==> src/logic/pod_defines.svh <==
`ifndef POD_DEFINES_SVH
`define POD_DEFINES_SVH
// ----------------------------------------------------------------
// prefix bytes
// ----------------------------------------------------------------
`define POD_PFX_BIT 8'hcb
`define POD_PFX_EXT 8'hed
`define POD_PFX_IDX1 8'hdd
`define POD_PFX_IDX2 8'hfd
// ----------------------------------------------------------------
// operand and index codes
// ----------------------------------------------------------------
`define POD_OPND_MEM 3'h6
`define POD_IDX_NONE 2'h0
`define POD_IDX_FIRST 2'h1
`define POD_IDX_SECOND 2'h2
`define POD_IMODE_RST 2'h0
`define POD_IMM_NONE 2'h0
`define POD_IMM_BYTE 2'h1
`define POD_IMM_WORD 2'h2
// ----------------------------------------------------------------
// extended page single codes
// ----------------------------------------------------------------
`define POD_EXT_NEG 8'h44
`define POD_EXT_RETNMI 8'h45
`define POD_EXT_RETIRQ 8'h4d
`define POD_EXT_IM0 8'h46
`define POD_EXT_IM1 8'h56
`define POD_EXT_IM2 8'h5e
`define POD_EXT_A2VEC 8'h47
`define POD_EXT_VEC2A 8'h57
`define POD_EXT_A2RFSH 8'h4f
`define POD_EXT_RFSH2A 8'h5f
`define POD_EXT_NROTR 8'h67
`define POD_EXT_NROTL 8'h6f
// ----------------------------------------------------------------
// index page single codes
// ----------------------------------------------------------------
`define POD_IDX_LDIMM 8'h21
`define POD_IDX_STABS 8'h22
`define POD_IDX_INC 8'h23
`define POD_IDX_LDABS 8'h2a
`define POD_IDX_DEC 8'h2b
`define POD_IDX_INCM 8'h34
`define POD_IDX_DECM 8'h35
`define POD_IDX_LDMN 8'h36
`define POD_IDX_STOREM 8'h76
`define POD_IDX_POP 8'he1
`define POD_IDX_EXSP 8'he3
`define POD_IDX_PUSH 8'he5
`define POD_IDX_JP 8'he9
`define POD_IDX_LDSP 8'hf9
`endif

==> src/logic/pod_pkg.sv <==
package pod_pkg;
	// ------------------------------------------------------------
	// operation kinds handed to the execute stage
	// ------------------------------------------------------------
	typedef enum logic [5:0] {
		OP_NOP = 6'b000000, OP_BASE = 6'b000001, OP_ROTSH = 6'b000010,
		OP_LSR = 6'b000011, OP_BTEST = 6'b000100, OP_BCLR = 6'b000101,
		OP_BSET = 6'b000110, OP_PIN = 6'b000111, OP_POUT = 6'b001000,
		OP_SUBW = 6'b001001, OP_ADDW = 6'b001010, OP_STPAIR = 6'b001011,
		OP_LDPAIR = 6'b001100, OP_NEG = 6'b001101, OP_RETNMI = 6'b001110,
		OP_RETIRQ = 6'b001111, OP_IMSET = 6'b010000, OP_A2VEC = 6'b010001,
		OP_VEC2A = 6'b010010, OP_A2RFSH = 6'b010011, OP_RFSH2A = 6'b010100,
		OP_NROTR = 6'b010101, OP_NROTL = 6'b010110, OP_BCOPY = 6'b010111,
		OP_BCMP = 6'b011000, OP_BIN = 6'b011001, OP_BOUT = 6'b011010,
		OP_XSUBST = 6'b011011, OP_XPOP = 6'b011100, OP_XEXSP = 6'b011101,
		OP_XPUSH = 6'b011110, OP_XJP = 6'b011111, OP_XLDSP = 6'b100000,
		OP_XLDIMM = 6'b100001, OP_XSTABS = 6'b100010, OP_XLDABS = 6'b100011,
		OP_XINC = 6'b100100, OP_XDEC = 6'b100101, OP_XADD = 6'b100110
	} pod_kind_t;

	// decoder sequencing states
	typedef enum logic [2:0] {
		ST_FIRST = 3'b000, ST_BIT = 3'b001, ST_EXT = 3'b010,
		ST_IDX = 3'b011, ST_XDISP = 3'b100, ST_XOP = 3'b101,
		ST_DISP = 3'b110, ST_IMM = 3'b111
	} pod_state_t;

	// one decoded operation
	typedef struct packed {
		pod_kind_t kind;
		logic [7:0] opcode;
		logic [2:0] bitNum;
		logic [2:0] regSel;
		logic [1:0] pairSel;
		logic [1:0] idxSel;
		logic blkDown;
		logic blkRepeat;
		logic [7:0] disp;
		logic [15:0] imm;
	} pod_op_t;

	// page decode result plus the operand bytes still to come
	typedef struct packed {
		pod_op_t op;
		logic needDisp;
		logic [1:0] immCnt;
	} pod_dec_t;
endpackage

==> src/logic/pod_bit_page.sv <==
`timescale 1ns/1ns
`include "pod_defines.svh"
module pod_bit_page import pod_pkg::*; (
	input wire logic [7:0] opByte, // second or fourth opcode byte
	input wire logic indexed, // reached through an index prefix
	output pod_dec_t dec // decoded bit-page operation
);
	// ------------------------------------------------------------
	// bit-operation page decode
	// ------------------------------------------------------------
	always_comb begin
		dec = '0;
		dec.op.kind = OP_NOP;
		dec.op.opcode = opByte;
		dec.op.bitNum = opByte[5:3];
		dec.op.regSel = opByte[2:0];
		case (opByte[7:6])
			2'h0: begin
				// (RULE2) upper row-3 shift
				if (opByte[5:3] == 3'h7) begin
					dec.op.kind = OP_LSR;
				end else if (opByte[5:3] == 3'h6) begin
					// blank lower half of row 3
					dec.op.kind = OP_NOP;
				end else begin
					dec.op.kind = OP_ROTSH;
				end
			end
			// (RULE3) bit test rows
			2'h1: dec.op.kind = OP_BTEST;
			// (RULE4) bit clear rows
			2'h2: dec.op.kind = OP_BCLR;
			// (RULE5) bit force rows
			2'h3: dec.op.kind = OP_BSET;
			default: dec.op.kind = OP_NOP;
		endcase
		// (RULE20) indexed needs memory operand
		if (indexed && opByte[2:0] != `POD_OPND_MEM) begin
			dec.op.kind = OP_NOP;
		end
	end
endmodule

==> src/logic/pod_ext_page.sv <==
`timescale 1ns/1ns
`include "pod_defines.svh"
module pod_ext_page import pod_pkg::*; (
	input wire logic [7:0] opByte, // byte after the extended prefix
	output pod_dec_t dec // decoded extended-page operation
);
	// ------------------------------------------------------------
	// extended page decode
	// ------------------------------------------------------------
	always_comb begin
		dec = '0;
		dec.op.kind = OP_NOP;
		dec.op.opcode = opByte;
		dec.op.regSel = opByte[5:3];
		dec.op.pairSel = opByte[5:4];
		dec.op.bitNum = opByte[5:3];
		dec.op.blkDown = opByte[3];
		dec.op.blkRepeat = opByte[4];
		if (opByte[7:6] == 2'h1) begin
			case (opByte[2:0])
				// (RULE6) port in and out via C
				3'h0: dec.op.kind = OP_PIN;
				3'h1: dec.op.kind = OP_POUT;
				// (RULE7) wide carry arithmetic
				3'h2: dec.op.kind = opByte[3] ? OP_ADDW : OP_SUBW;
				3'h3: begin
					// (RULE8) pair to absolute address
					dec.op.kind = opByte[3] ? OP_LDPAIR : OP_STPAIR;
					dec.immCnt = `POD_IMM_WORD;
				end
				default: begin
					case (opByte)
						// (RULE9) negate and returns
						`POD_EXT_NEG: dec.op.kind = OP_NEG;
						`POD_EXT_RETNMI: dec.op.kind = OP_RETNMI;
						`POD_EXT_RETIRQ: dec.op.kind = OP_RETIRQ;
						// (RULE10) interrupt mode select
						`POD_EXT_IM0: dec.op.kind = OP_IMSET;
						`POD_EXT_IM1: dec.op.kind = OP_IMSET;
						`POD_EXT_IM2: dec.op.kind = OP_IMSET;
						// (RULE11) vector and refresh copies
						`POD_EXT_A2VEC: dec.op.kind = OP_A2VEC;
						`POD_EXT_VEC2A: dec.op.kind = OP_VEC2A;
						`POD_EXT_A2RFSH: dec.op.kind = OP_A2RFSH;
						`POD_EXT_RFSH2A: dec.op.kind = OP_RFSH2A;
						// (RULE12) nibble rotates
						`POD_EXT_NROTR: dec.op.kind = OP_NROTR;
						`POD_EXT_NROTL: dec.op.kind = OP_NROTL;
						// (RULE22) blank slots do nothing
						default: dec.op.kind = OP_NOP;
					endcase
				end
			endcase
		end else if (opByte[7:5] == 3'h5 && !opByte[2]) begin
			// (RULE13) block ops, direction in bit 3
			// (RULE14) repeating forms in row B
			case (opByte[1:0])
				2'h0: dec.op.kind = OP_BCOPY;
				2'h1: dec.op.kind = OP_BCMP;
				2'h2: dec.op.kind = OP_BIN;
				default: dec.op.kind = OP_BOUT;
			endcase
		end
	end
endmodule

==> src/logic/prefixed_opcode_decoder.sv <==
`timescale 1ns/1ns
`include "pod_defines.svh"
// Notes on behaviour
// (RULE1) byte after bit prefix uses bit page
// (RULE2) upper row 3 is logical shift right
// (RULE3) rows 4 to 7 are bit test
// (RULE4) rows 8 to B are bit clear
// (RULE5) rows C to F are bit force
// (RULE6) extended column 0/1 port in/out via C
// (RULE7) columns 2/A wide subtract/add into pointer
// (RULE8) columns 3/B store/load pair, absolute address
// (RULE9) 44 negate, 45 and 4D returns
// (RULE10) 46/56/5E set and hold interrupt mode
// (RULE11) vector and refresh register copies
// (RULE12) 67/6F nibble rotates with memory
// (RULE13) A0-A3, A8-AB block ops up/down
// (RULE14) B0-B3, B8-BB repeating block ops
// (RULE15) first index prefix substitutes first index
// (RULE16) second index prefix substitutes second index
// (RULE17) indexed memory takes signed displacement
// (RULE18) E1 E3 E5 E9 F9 stack and jump
// (RULE19) 21 22 2A 23 2B index loads, steps
// (RULE20) first index bit page needs memory operand
// (RULE21) second index bit page uses displacement
// (RULE22) blank positions decode to no operation
module prefixed_opcode_decoder import pod_pkg::*; (
	input wire logic ref_clk, // core clock
	input wire logic arst_n, // asynchronous reset, active low
	input wire logic byteValid, // fetch presents a byte this cycle
	input wire logic [7:0] byteData, // fetched opcode or operand byte
	input wire logic flush, // abandon any partial sequence
	output logic opValid, // one-cycle pulse with op
	output pod_op_t op, // decoded operation
	output logic [1:0] intMode, // held interrupt mode
	output logic busy // inside a multi-byte sequence
);
	// ------------------------------------------------------------
	// state
	// ------------------------------------------------------------
	pod_state_t state_ff; // sequencing state
	pod_state_t nxt_state; // next sequencing state
	logic [1:0] idxSel_ff; // active index register
	logic [1:0] nxt_idxSel; // next index selection
	pod_op_t pend_ff; // operation awaiting operand bytes
	pod_op_t nxt_pend; // next pending operation
	logic [1:0] immLeft_ff; // immediate bytes still expected
	logic [1:0] nxt_immLeft; // next immediate count
	logic immHigh_ff; // next immediate byte is the high one
	logic nxt_immHigh; // next high-byte marker
	logic [7:0] xdisp_ff; // displacement of an indexed bit op
	logic [7:0] nxt_xdisp; // next indexed bit displacement
	pod_op_t op_ff; // registered output operation
	logic opValid_ff; // registered output strobe
	logic emit; // an operation completes this cycle
	pod_op_t emitOp; // the operation that completes
	logic [1:0] imode_ff; // held interrupt mode
	pod_dec_t bitDec; // bit page result
	pod_dec_t extDec; // extended page result
	pod_dec_t idxDec; // index page result

	// ------------------------------------------------------------
	// page decoders
	// ------------------------------------------------------------
	// the bit decoder sees the same byte on both the plain page and
	// the indexed fourth byte; only the indexed flag differs
	pod_bit_page u_bit (
		.opByte(byteData),
		.indexed(state_ff == ST_XOP),
		.dec(bitDec)
	);

	pod_ext_page u_ext (
		.opByte(byteData),
		.dec(extDec)
	);

	// ------------------------------------------------------------
	// index page decode
	// ------------------------------------------------------------
	// true for a base-page position that reads or writes memory at
	// the pointer pair and so needs a displacement when indexed
	function automatic logic memForm(input logic [7:0] b);
		logic ld;
		logic st;
		logic alu;
		ld = (b[7:6] == 2'h1) && (b[2:0] == `POD_OPND_MEM) &&
			(b != `POD_IDX_STOREM);
		st = (b[7:3] == 5'h0e) && (b[2:0] != `POD_OPND_MEM);
		alu = (b[7:6] == 2'h2) && (b[2:0] == `POD_OPND_MEM);
		memForm = ld || st || alu;
	endfunction

	always_comb begin
		idxDec = '0;
		idxDec.op.kind = OP_NOP;
		idxDec.op.opcode = byteData;
		idxDec.op.regSel = byteData[2:0];
		idxDec.op.pairSel = byteData[5:4];
		idxDec.op.bitNum = byteData[5:3];
		// (RULE15) first index takes pointer's place
		// (RULE16) second index takes pointer's place
		idxDec.op.idxSel = idxSel_ff;
		case (byteData)
			// (RULE19) immediate, absolute, steps
			`POD_IDX_LDIMM: begin
				idxDec.op.kind = OP_XLDIMM;
				idxDec.immCnt = `POD_IMM_WORD;
			end
			`POD_IDX_STABS: begin
				idxDec.op.kind = OP_XSTABS;
				idxDec.immCnt = `POD_IMM_WORD;
			end
			`POD_IDX_LDABS: begin
				idxDec.op.kind = OP_XLDABS;
				idxDec.immCnt = `POD_IMM_WORD;
			end
			`POD_IDX_INC: idxDec.op.kind = OP_XINC;
			`POD_IDX_DEC: idxDec.op.kind = OP_XDEC;
			// (RULE17) memory step at index plus d
			`POD_IDX_INCM, `POD_IDX_DECM: begin
				idxDec.op.kind = OP_XSUBST;
				idxDec.needDisp = 1'b1;
			end
			`POD_IDX_LDMN: begin
				idxDec.op.kind = OP_XSUBST;
				idxDec.needDisp = 1'b1;
				idxDec.immCnt = `POD_IMM_BYTE;
			end
			// (RULE18) stack and jump forms
			`POD_IDX_POP: idxDec.op.kind = OP_XPOP;
			`POD_IDX_EXSP: idxDec.op.kind = OP_XEXSP;
			`POD_IDX_PUSH: idxDec.op.kind = OP_XPUSH;
			`POD_IDX_JP: idxDec.op.kind = OP_XJP;
			`POD_IDX_LDSP: idxDec.op.kind = OP_XLDSP;
			default: begin
				if (byteData[7:6] == 2'h0 && byteData[3:0] == 4'h9) begin
					// wide add, the row picks the source pair
					idxDec.op.kind = OP_XADD;
				end else if (memForm(byteData)) begin
					// (RULE17) load, store, alu at index plus d
					idxDec.op.kind = OP_XSUBST;
					idxDec.needDisp = 1'b1;
				end else begin
					// (RULE22) blank index slot
					idxDec.op.kind = OP_NOP;
				end
			end
		endcase
	end

	// ------------------------------------------------------------
	// sequencing
	// ------------------------------------------------------------
	// a page result either completes at once or parks in the
	// pending slot until its displacement and immediates arrive
	always_comb begin
		nxt_state = state_ff;
		nxt_idxSel = idxSel_ff;
		nxt_pend = pend_ff;
		nxt_immLeft = immLeft_ff;
		nxt_immHigh = immHigh_ff;
		nxt_xdisp = xdisp_ff;
		emit = 1'b0;
		emitOp = pend_ff;
		if (flush) begin
			// abandon partial sequence, nothing is emitted
			nxt_state = ST_FIRST;
			nxt_idxSel = `POD_IDX_NONE;
		end else if (byteValid) begin
			case (state_ff)
				ST_FIRST: begin
					nxt_idxSel = `POD_IDX_NONE;
					case (byteData)
						// (RULE1) bit prefix opens bit page
						`POD_PFX_BIT: nxt_state = ST_BIT;
						`POD_PFX_EXT: nxt_state = ST_EXT;
						`POD_PFX_IDX1: begin
							nxt_state = ST_IDX;
							nxt_idxSel = `POD_IDX_FIRST;
						end
						`POD_PFX_IDX2: begin
							nxt_state = ST_IDX;
							nxt_idxSel = `POD_IDX_SECOND;
						end
						default: begin
							// unprefixed byte passes straight on
							emit = 1'b1;
							emitOp = '0;
							emitOp.kind = OP_BASE;
							emitOp.opcode = byteData;
						end
					endcase
				end
				ST_BIT: begin
					// (RULE1) second byte from bit page
					emit = 1'b1;
					emitOp = bitDec.op;
					nxt_state = ST_FIRST;
				end
				ST_EXT: begin
					if (extDec.immCnt != `POD_IMM_NONE) begin
						nxt_pend = extDec.op;
						nxt_immLeft = extDec.immCnt;
						nxt_immHigh = 1'b0;
						nxt_state = ST_IMM;
					end else begin
						emit = 1'b1;
						emitOp = extDec.op;
						nxt_state = ST_FIRST;
					end
				end
				ST_IDX: begin
					if (byteData == `POD_PFX_BIT) begin
						nxt_state = ST_XDISP;
					end else if (byteData == `POD_PFX_IDX1) begin
						// a later index prefix overrides the earlier
						nxt_idxSel = `POD_IDX_FIRST;
					end else if (byteData == `POD_PFX_IDX2) begin
						nxt_idxSel = `POD_IDX_SECOND;
					end else if (idxDec.needDisp) begin
						nxt_pend = idxDec.op;
						nxt_immLeft = idxDec.immCnt;
						nxt_immHigh = 1'b0;
						nxt_state = ST_DISP;
					end else if (idxDec.immCnt != `POD_IMM_NONE) begin
						nxt_pend = idxDec.op;
						nxt_immLeft = idxDec.immCnt;
						nxt_immHigh = 1'b0;
						nxt_state = ST_IMM;
					end else begin
						emit = 1'b1;
						emitOp = idxDec.op;
						nxt_state = ST_FIRST;
					end
				end
				ST_XDISP: begin
					// displacement comes before the operation byte
					nxt_xdisp = byteData;
					nxt_state = ST_XOP;
				end
				ST_XOP: begin
					// (RULE20) bit page at first index plus d
					// (RULE21) bit page at second index plus d
					emit = 1'b1;
					emitOp = bitDec.op;
					emitOp.idxSel = idxSel_ff;
					emitOp.disp = xdisp_ff;
					nxt_state = ST_FIRST;
				end
				ST_DISP: begin
					// (RULE17) signed displacement byte
					nxt_pend.disp = byteData;
					if (immLeft_ff != `POD_IMM_NONE) begin
						nxt_state = ST_IMM;
					end else begin
						emit = 1'b1;
						emitOp = pend_ff;
						emitOp.disp = byteData;
						nxt_state = ST_FIRST;
					end
				end
				ST_IMM: begin
					// low byte first, then high byte
					emitOp = pend_ff;
					if (immHigh_ff) begin
						emitOp.imm[15:8] = byteData;
					end else begin
						emitOp.imm[7:0] = byteData;
					end
					nxt_pend = emitOp;
					nxt_immLeft = immLeft_ff - 2'h1;
					nxt_immHigh = 1'b1;
					if (immLeft_ff == `POD_IMM_BYTE) begin
						emit = 1'b1;
						nxt_state = ST_FIRST;
					end
				end
				default: nxt_state = ST_FIRST;
			endcase
		end
	end

	// ------------------------------------------------------------
	// sequencing registers
	// ------------------------------------------------------------
	always_ff @(posedge ref_clk or negedge arst_n) begin
		if (!arst_n) begin
			state_ff <= ST_FIRST;
			idxSel_ff <= `POD_IDX_NONE;
		end else begin
			state_ff <= nxt_state;
			idxSel_ff <= nxt_idxSel;
		end
	end

	// operand collection; cleared at reset so no stale data leaks
	always_ff @(posedge ref_clk or negedge arst_n) begin
		if (!arst_n) begin
			pend_ff <= '0;
			immLeft_ff <= `POD_IMM_NONE;
			immHigh_ff <= 1'b0;
			xdisp_ff <= 8'h00;
		end else begin
			pend_ff <= nxt_pend;
			immLeft_ff <= nxt_immLeft;
			immHigh_ff <= nxt_immHigh;
			xdisp_ff <= nxt_xdisp;
		end
	end

	// ------------------------------------------------------------
	// output and held mode
	// ------------------------------------------------------------
	// the strobe lasts one cycle; the operation word stays until
	// the next one replaces it
	always_ff @(posedge ref_clk or negedge arst_n) begin
		if (!arst_n) begin
			opValid_ff <= 1'b0;
			op_ff <= '0;
		end else begin
			opValid_ff <= emit;
			if (emit) begin
				op_ff <= emitOp;
			end
		end
	end

	// (RULE10) hold mode for interrupt handling
	always_ff @(posedge ref_clk or negedge arst_n) begin
		if (!arst_n) begin
			imode_ff <= `POD_IMODE_RST;
		end else if (emit && emitOp.kind == OP_IMSET) begin
			// row 4 is mode 0, row 5 col 6 mode 1, col E mode 2
			imode_ff <= emitOp.opcode[4] ?
				(emitOp.opcode[3] ? 2'h2 : 2'h1) : 2'h0;
		end
	end

	assign opValid = opValid_ff;
	assign op = op_ff;
	assign intMode = imode_ff;
	assign busy = (state_ff != ST_FIRST);
endmodule

==> config.mk <==
export PLATFORM = sky130hd
export DESIGN_NAME = prefixed_opcode_decoder
export DESIGN_NICKNAME = d
export VERILOG_FILES = /design/src/logic/pod_pkg.sv /design/src/logic/pod_bit_page.sv /design/src/logic/pod_ext_page.sv /design/src/logic/prefixed_opcode_decoder.sv
export VERILOG_INCLUDE_DIRS = /design/src /design/src/logic
export SDC_FILE = /design/constraint.sdc
export NUM_CORES = 1
export LEC_CHECK = 0
export ABC_AREA = 1
export BUFFER_PORTS_ARGS = -buffer_cell sky130_fd_sc_hd__buf_2
export CAP_MARGIN = 20
export CELL_PAD_IN_SITES_DETAIL_PLACEMENT = 0
export CELL_PAD_IN_SITES_GLOBAL_PLACEMENT = 1
export CORE_ASPECT_RATIO = 1.1
export CORE_UTILIZATION = 40
export DETAILED_ROUTE_END_ITERATION = 16
export PLACE_DENSITY = 0.76
export SLEW_MARGIN = 20
export SYNTH_ARGS = -nofsm -noshare
export SYNTH_HDL_FRONTEND = slang
export SYNTH_SLANG_ARGS = --single-unit
==> constraint.sdc <==
create_clock -name ref_clk -period 1.75 [get_ports ref_clk]
set_input_delay 0.175 -clock ref_clk [delete_from_list [all_inputs] [get_ports ref_clk]]
set_output_delay 0.175 -clock ref_clk [all_outputs]
set_load 0.05 [all_outputs]
---- Word level (Yosys, flattened, before mapping) ----
Cells that the tools add are included.
word-level totals
  output and inout port bits .............. 54
  register bits after elaboration ......... 119
  word-level logic and storage cells ...... 220
  bits of input ports ..................... 12
cells by class
  muxes and demuxes ....................... 89
  reductions and logical operators ........ 37
  $add $sub $neg .......................... 1
  equality and inequality tests ........... 65
  bitwise operators ....................... 1
operators with widths
  kind                                                  count
  two-way mux 50 bit                                    15
  one-hot mux 50 bit (7 select lines)                   1
  equality test 8 x 7 -> 1 bit (second input constant)  12
  equality test 8 bit (second input constant)           9
  one-hot mux 6 bit (11 select lines)                   1
  equality test 8 x 6 -> 1 bit (second input constant)  8
  one-hot mux 26 bit (2 select lines)                   1
  one-hot mux 5 bit (10 select lines)                   1
  one-hot mux 16 bit (3 select lines)                   1
  one-hot mux 6 bit (4 select lines)                    2
  two-way mux 2 bit                                     17
  two-way mux 3 bit                                     11
  two-way mux 6 bit                                     5
  equality test 3 bit (second input constant)           8
  two-way mux 24 bit                                    1
  one-hot mux 8 bit (3 select lines)                    1
  AND reduction 8 bit                                   3
  one-hot mux 3 bit (7 select lines)                    1
  two-way mux 1 bit                                     19
  two-way mux 8 bit                                     2
  equality test 3 x 2 -> 1 bit (second input constant)  4
  != test 3 bit (second input constant)                 4
  != test 4 bit (second input constant)                 3
  one-hot mux 2 bit (2 select lines)                    3
  32 further kinds                                      60

---- Logic depth before layout (Yosys ltp) ----
  depth in word-level cells ............... 18
  depth in mapped cells ................... 18
  gate-level depth less buffers ........... 18

---- Hierarchy ----
Synthesis repeated with hierarchy kept, for this count alone.
unflattened totals
  cells, all modules ...................... 1,261
  area, all modules ....................... 8,811.0 um2
modules (own cells, without submodules)
  module                   cells an instance  instances  area each (um2)  seq. area each (um2)
  prefixed_opcode_decoder  1,059              1          7,556.0          2,977.9
  pod_ext_page             134                1          803.3            0.0
  pod_bit_page             68                 1          451.7            0.0

---- Worst setup path after synthesis ----
Ideal clock, no wire load.
  path type ............................... input -> register
  start point ............................. input byteData[1]
  end point ............................... register op_ff (netlist bit op[46])
  path buffers ............................ 2
  setup slack ............................. -0.231 ns
  stages on the path ...................... 15
  arrival ................................. 1.863 ns
  setup time .............................. 0.118 ns
  required time ........................... 1.632 ns
  cells stage by stage .................... inv_1 -> ha_1 -> nand3_2 -> inv_2 -> nand3_2 -> nand3_2 -> nor2_4 -> nor3_4 -> nand2_4 -> nand2_8 -> inv_6 -> buf_8 -> buf_8 -> o21bai_2 -> inv_1
between the ends
  word-level cells in the longest chain between the ends .. 15
  elaborated cells on any way between the ends .. 89
  classes of those cells .................. eq/ne (38); mux (34); reduce/logical (17)
RTL lines
  element                                 RTL line                        RTL
  from (decl)                             prefixed_opcode_decoder.sv:30   input wire logic [7:0] byteData,
  equality test 3 bit (no line)           -
  logical AND 1 bit (2 in series)         prefixed_opcode_decoder.sv:86   ld = (b[7:6] == 2'h1) && (b[2:0] == `POD_OPND_MEM) &&
  logical OR 1 bit (2 in series)          prefixed_opcode_decoder.sv:90   memForm = ld || st || alu;
  two-way mux 1 bit                       prefixed_opcode_decoder.sv:139  end else if (memForm(byteData)) begin
  two-way mux 1 bit                       prefixed_opcode_decoder.sv:136  if (byteData[7:6] == 2'h0 && byteData[3:0] == 4'h9) begin
  one-hot mux 1 bit (2 select lines)      prefixed_opcode_decoder.sv:103  case (byteData)
  two-way mux 1 bit                       prefixed_opcode_decoder.sv:220  end else if (idxDec.needDisp) begin
  two-way mux 1 bit                       prefixed_opcode_decoder.sv:218  end else if (byteData == `POD_PFX_IDX2) begin
  two-way mux 1 bit                       prefixed_opcode_decoder.sv:215  end else if (byteData == `POD_PFX_IDX1) begin
  two-way mux 1 bit                       prefixed_opcode_decoder.sv:213  if (byteData == `POD_PFX_BIT) begin
  one-hot mux 1 bit (6 select lines) (*)  prefixed_opcode_decoder.sv:170  case (state_ff)
  two-way mux 1 bit (*)                   prefixed_opcode_decoder.sv:169  end else if (byteValid) begin
  two-way mux 1 bit (*)                   prefixed_opcode_decoder.sv:165  if (flush) begin
  via emit                                prefixed_opcode_decoder.sv:54   logic emit;
  to (signal assigned)                    prefixed_opcode_decoder.sv:323  op_ff <= emitOp;
  to (decl)                               prefixed_opcode_decoder.sv:52   pod_op_t op_ff;
Mark *: on every way through the listed nets, which the timed path passes. The rest lies on a longest branch.
A chain may end at the register's enable or synchronous reset.

---- Worst setup path after layout ----
  start point ............................. register state_ff[1]
  end point ............................... register pend_ff[27] (netlist bit)
between the ends
  word-level cells in the longest chain between the ends .. 3
  elaborated cells on any way between the ends .. 10
  classes of those cells .................. eq/ne (7); mux (1); reduce/logical (2)
RTL lines
  element                                                RTL line                        RTL
  from (decl)                                            prefixed_opcode_decoder.sv:40   pod_state_t state_ff;
  from (signal assigned)                                 prefixed_opcode_decoder.sv:291  state_ff <= nxt_state;
  equality test 3 x 2 -> 1 bit                           prefixed_opcode_decoder.sv:170
  != test 3 bit (no line), or another cell as far along  -
  AND reduction 8 bit (no line)                          -
  to (signal assigned)                                   prefixed_opcode_decoder.sv:304  pend_ff <= nxt_pend;
  to (decl)                                              prefixed_opcode_decoder.sv:44   pod_op_t pend_ff;
Several ways; a longest one is shown, not always the timed one.

==> out/metrics.cfg <==
[run_status]
status=finished, violations left
failed_checks=setup timing

[placed_design]
pre_cts_ws_ns=-0.613
gp_congestion=0.932
dpl.cell_count=1432
dpl-instance-area_um2=9450
io_buffers=65
hpwl_um=18400

[synthesis]
ys_seq_area_share_pct=39.3
synth_area_um2=7270
synth_top_area_cell=dfrtp_1
syn_nets=979
syn_area_per_cell_um2=7.58
synth.distinct_cells=59
yosys.area.top_type_share_pct=39.3
yosys-top-cells-area=dfrtp_1 (39%), nand2_1 (13%), o21ai_0 (5.4%), inv_1 (5.2%), nor2_1 (4.4%)
ys_ff_latch=114
syn_inst=959
yosys_warnings=0

[floorplanning]
core-area_um2=17700
die_area_um2=18700
rows=51
initial_core_util_pct=41.0
chipHeight_um=143
die_w_um=131
io_pins=66

[worst_setup_path]
worst_path_largest_cell_delay_ns=0.47
cp-end-kind=flip-flop
critPathArrivalTime_ns=2.40
cp-start-kind=flip-flop
timing.critical_path.mode_cell=buf_4
critPathKind=reg -> reg
crit_path_cell_trace=buf_4, nand3_4, nor2_1, buf_4, nor4_4, nand2_2, buf_4, nor2_4, buf_4, clkbuf_16, nand3_1, o21ai_0
required_ns=2.09
crit_family=buffers and inverters
crit_path_max_fanout=5
worst-path-buf-inv=5
slowest_stage=dfrtp_2

[sta]
layout_setup_ws_ns=-0.310
fin_crit_ns=2.06
slew_viol_final=0
max_freq_mhz=485
finalSetupViolations=107
max-slew-margin-rel_pct=55.9
hold_slack_ns=0.107
rsz0062_at_grt=yes
worstMarginPinSlew_ns=0.660
fin_crit_sh_pct=118
clock_skew_ns=0.00606
hold_violations=0

[global_route]
grt_pass1_vias=7251
grt_usage_pct=27.4
grt_max_degree=45
grt_overflow_total=0
antenna_found_initial=0
grt_pass1_wl_um=38500

[layout]
final_area_um2=10800
fillCellCount=1631
nets=1263
layout-drive-gt1-share_pct=40.4
num_antenna_cells=0
final_util_pct=61.1
final_cells=1494
syn_to_final_growth_pct=49.0

[clock_tree]
cts.sink_count=114
path_clk_slew_ns=0.06
clock_latency_ns=0.42
h-tree-depth=4
clk_path_buf_depth=2
root_buffer=clkbuf_16
numCtsBuffers=17
cts_tree=built

[detailed_routing]
vias_per_cell=5.11
drc=0
wl_um=25300
drt-pass1-iter-count=5
drtIter0Drc=519
via_count=7638
postRouteAntennaNets=0
route.detailed.wl_per_inst_um=16.9

[run]
drv_cap=0

[power]
p_leak_nw=5.45
power_density_nw_per_um2=1520
vdd_drop_max_mv=1.06

[min_path]
hp-class=in -> reg

-- state kept, by name (all words and copies together), names as in the netlist --
register    count
op             50
intMode         2
state_ff        3
xdisp_ff        8
immLeft_ff      2
opValid         1
idxSel_ff       2
pend_ff        45
immHigh_ff      1
-- final timing paths --
check | start | endpoint | slack, ns | cells past startpoint
worst max-delay path | state_ff[1] | pend_ff[27] | -0.31 | 12
worst min-delay path | byteValid | idxSel_ff[0] | 0.11 | 4
worst max register to register | state_ff[1] | pend_ff[27] | -0.31 | 12
worst min register to register | op[47] | op[47] | 0.47 | 2
max in group asynchronous | arst_n | state_ff[1] | 1.07 | 3
min in group asynchronous | arst_n | intMode[0] | 0.15 | 2
-- power by group --
group / total, W / switching, W / internal, W
combinational: 0.00848 / 0.00543 / 0.00305
sequential: 0.00429 / 0.000611 / 0.00368
clock: 0.00375 / 0.00136 / 0.00239
-- what timing repair did --
item,CTS,global route
setup buffers,9,15
endpoints found under the hold margin,114,0
endpoints found under the setup margin,106,107
gates resized for setup,61,75
cloned,1,5
hold buffers,1,0
pin swaps,8,21
-- area by class of cell --
| cell class | instances | area (um2) | share of cell area, % |
|---|---|---|---|
| multi-input combinational | 680 | 4040 | 37.3 |
| sequential | 114 | 2860 | 26.4 |
| timing repair buffer | 305 | 2460 | 22.7 |
| inverter | 125 | 543 | 5.01 |
| clock buffer | 17 | 425 | 3.93 |
| tap | 238 | 298 | 2.75 |
| clock inverter | 15 | 208 | 1.92 |
-- through the flow --
step	setup TNS (ns)	total power, W
finish	-19.66	0.0165
global route	-31.14	0.0174
CTS	-11.81	0.0159
detailed placement	-46.64	0.0117
global placement	-41.66	0.0116
floorplan	-3.80	0.00923
-- kinds of logic (layout without fill, tap and decap cells) --
group           Yosys count  count (layout)  synth area share [%]
simple gates            472             472                  31.6
compound gates          200             200                  17.0
buf+inv                 165             462                  10.8
flops                   114             114                  39.3
fa+ha+maj                 8               8                  1.38
-- layer usage --
metal | routed length [um] | track usage, % | up-vias
met4 | 1060 | 10.6 | 0
li1 | - | - | 3730
met3 | 1360 | 4.95 | 68
met2 | 12000 | 45.0 | 281
met5 | 0 | 0 | -
met1 | 10900 | 35.5 | 3559
-- synthesized netlist by cell type (all sizes together) --
master     n
nand4      9
a21o       1
a21oi     38
o22a       2
nand2    268
o21ai    102
o2111ai   12
a32oi      1
o41ai      1
or2        3
o221ai     2
clkbuf     6
o31ai      1
nand3     75
o21a       1
o211ai     3
dfrtp    114
nor4       1
a211oi    15
buf       34
inv      125
nor3       9
a22o       1
o21bai     2
a41oi      1
ha         8
o32ai      1
o22ai      5
a22oi      1
nor2     107
a31oi      9
a221oi     1
-- worst register-to-register path: cells and delay by family (launching register included) --
family	cells	cell delay [ns]
flip-flops	1	0.47
AND/OR/NAND/NOR	6	0.64
AO/OA/AOI/OAI	1	0.09
buffers and inverters	5	0.78
-- cell usage in the layout, fill, tap and decap left out, drive strengths merged, types with 2 or more instances in the layout --
| master | netlist | final |
|---|---|---|
| a211oi | 15 | 15 |
| a21oi | 38 | 38 |
| a31oi | 9 | 9 |
| buf | 34 | 298 |
| bufinv | 0 | 4 |
| clkbuf | 6 | 23 |
| clkinv | 0 | 6 |
| clkinvlp | 0 | 6 |
| dfrtp | 114 | 114 |
| ha | 8 | 8 |
| inv | 125 | 124 |
| nand2 | 268 | 268 |
| nand3 | 75 | 75 |
| nand4 | 9 | 9 |
| nor2 | 107 | 107 |
| nor3 | 9 | 9 |
| o2111ai | 12 | 12 |
| o211ai | 3 | 3 |
| o21ai | 102 | 102 |
| o21bai | 2 | 2 |
| o221ai | 2 | 2 |
| o22a | 2 | 2 |
| o22ai | 5 | 5 |
| or2 | 3 | 3 |
No activity file was read; power rests on OpenSTA's default activity.
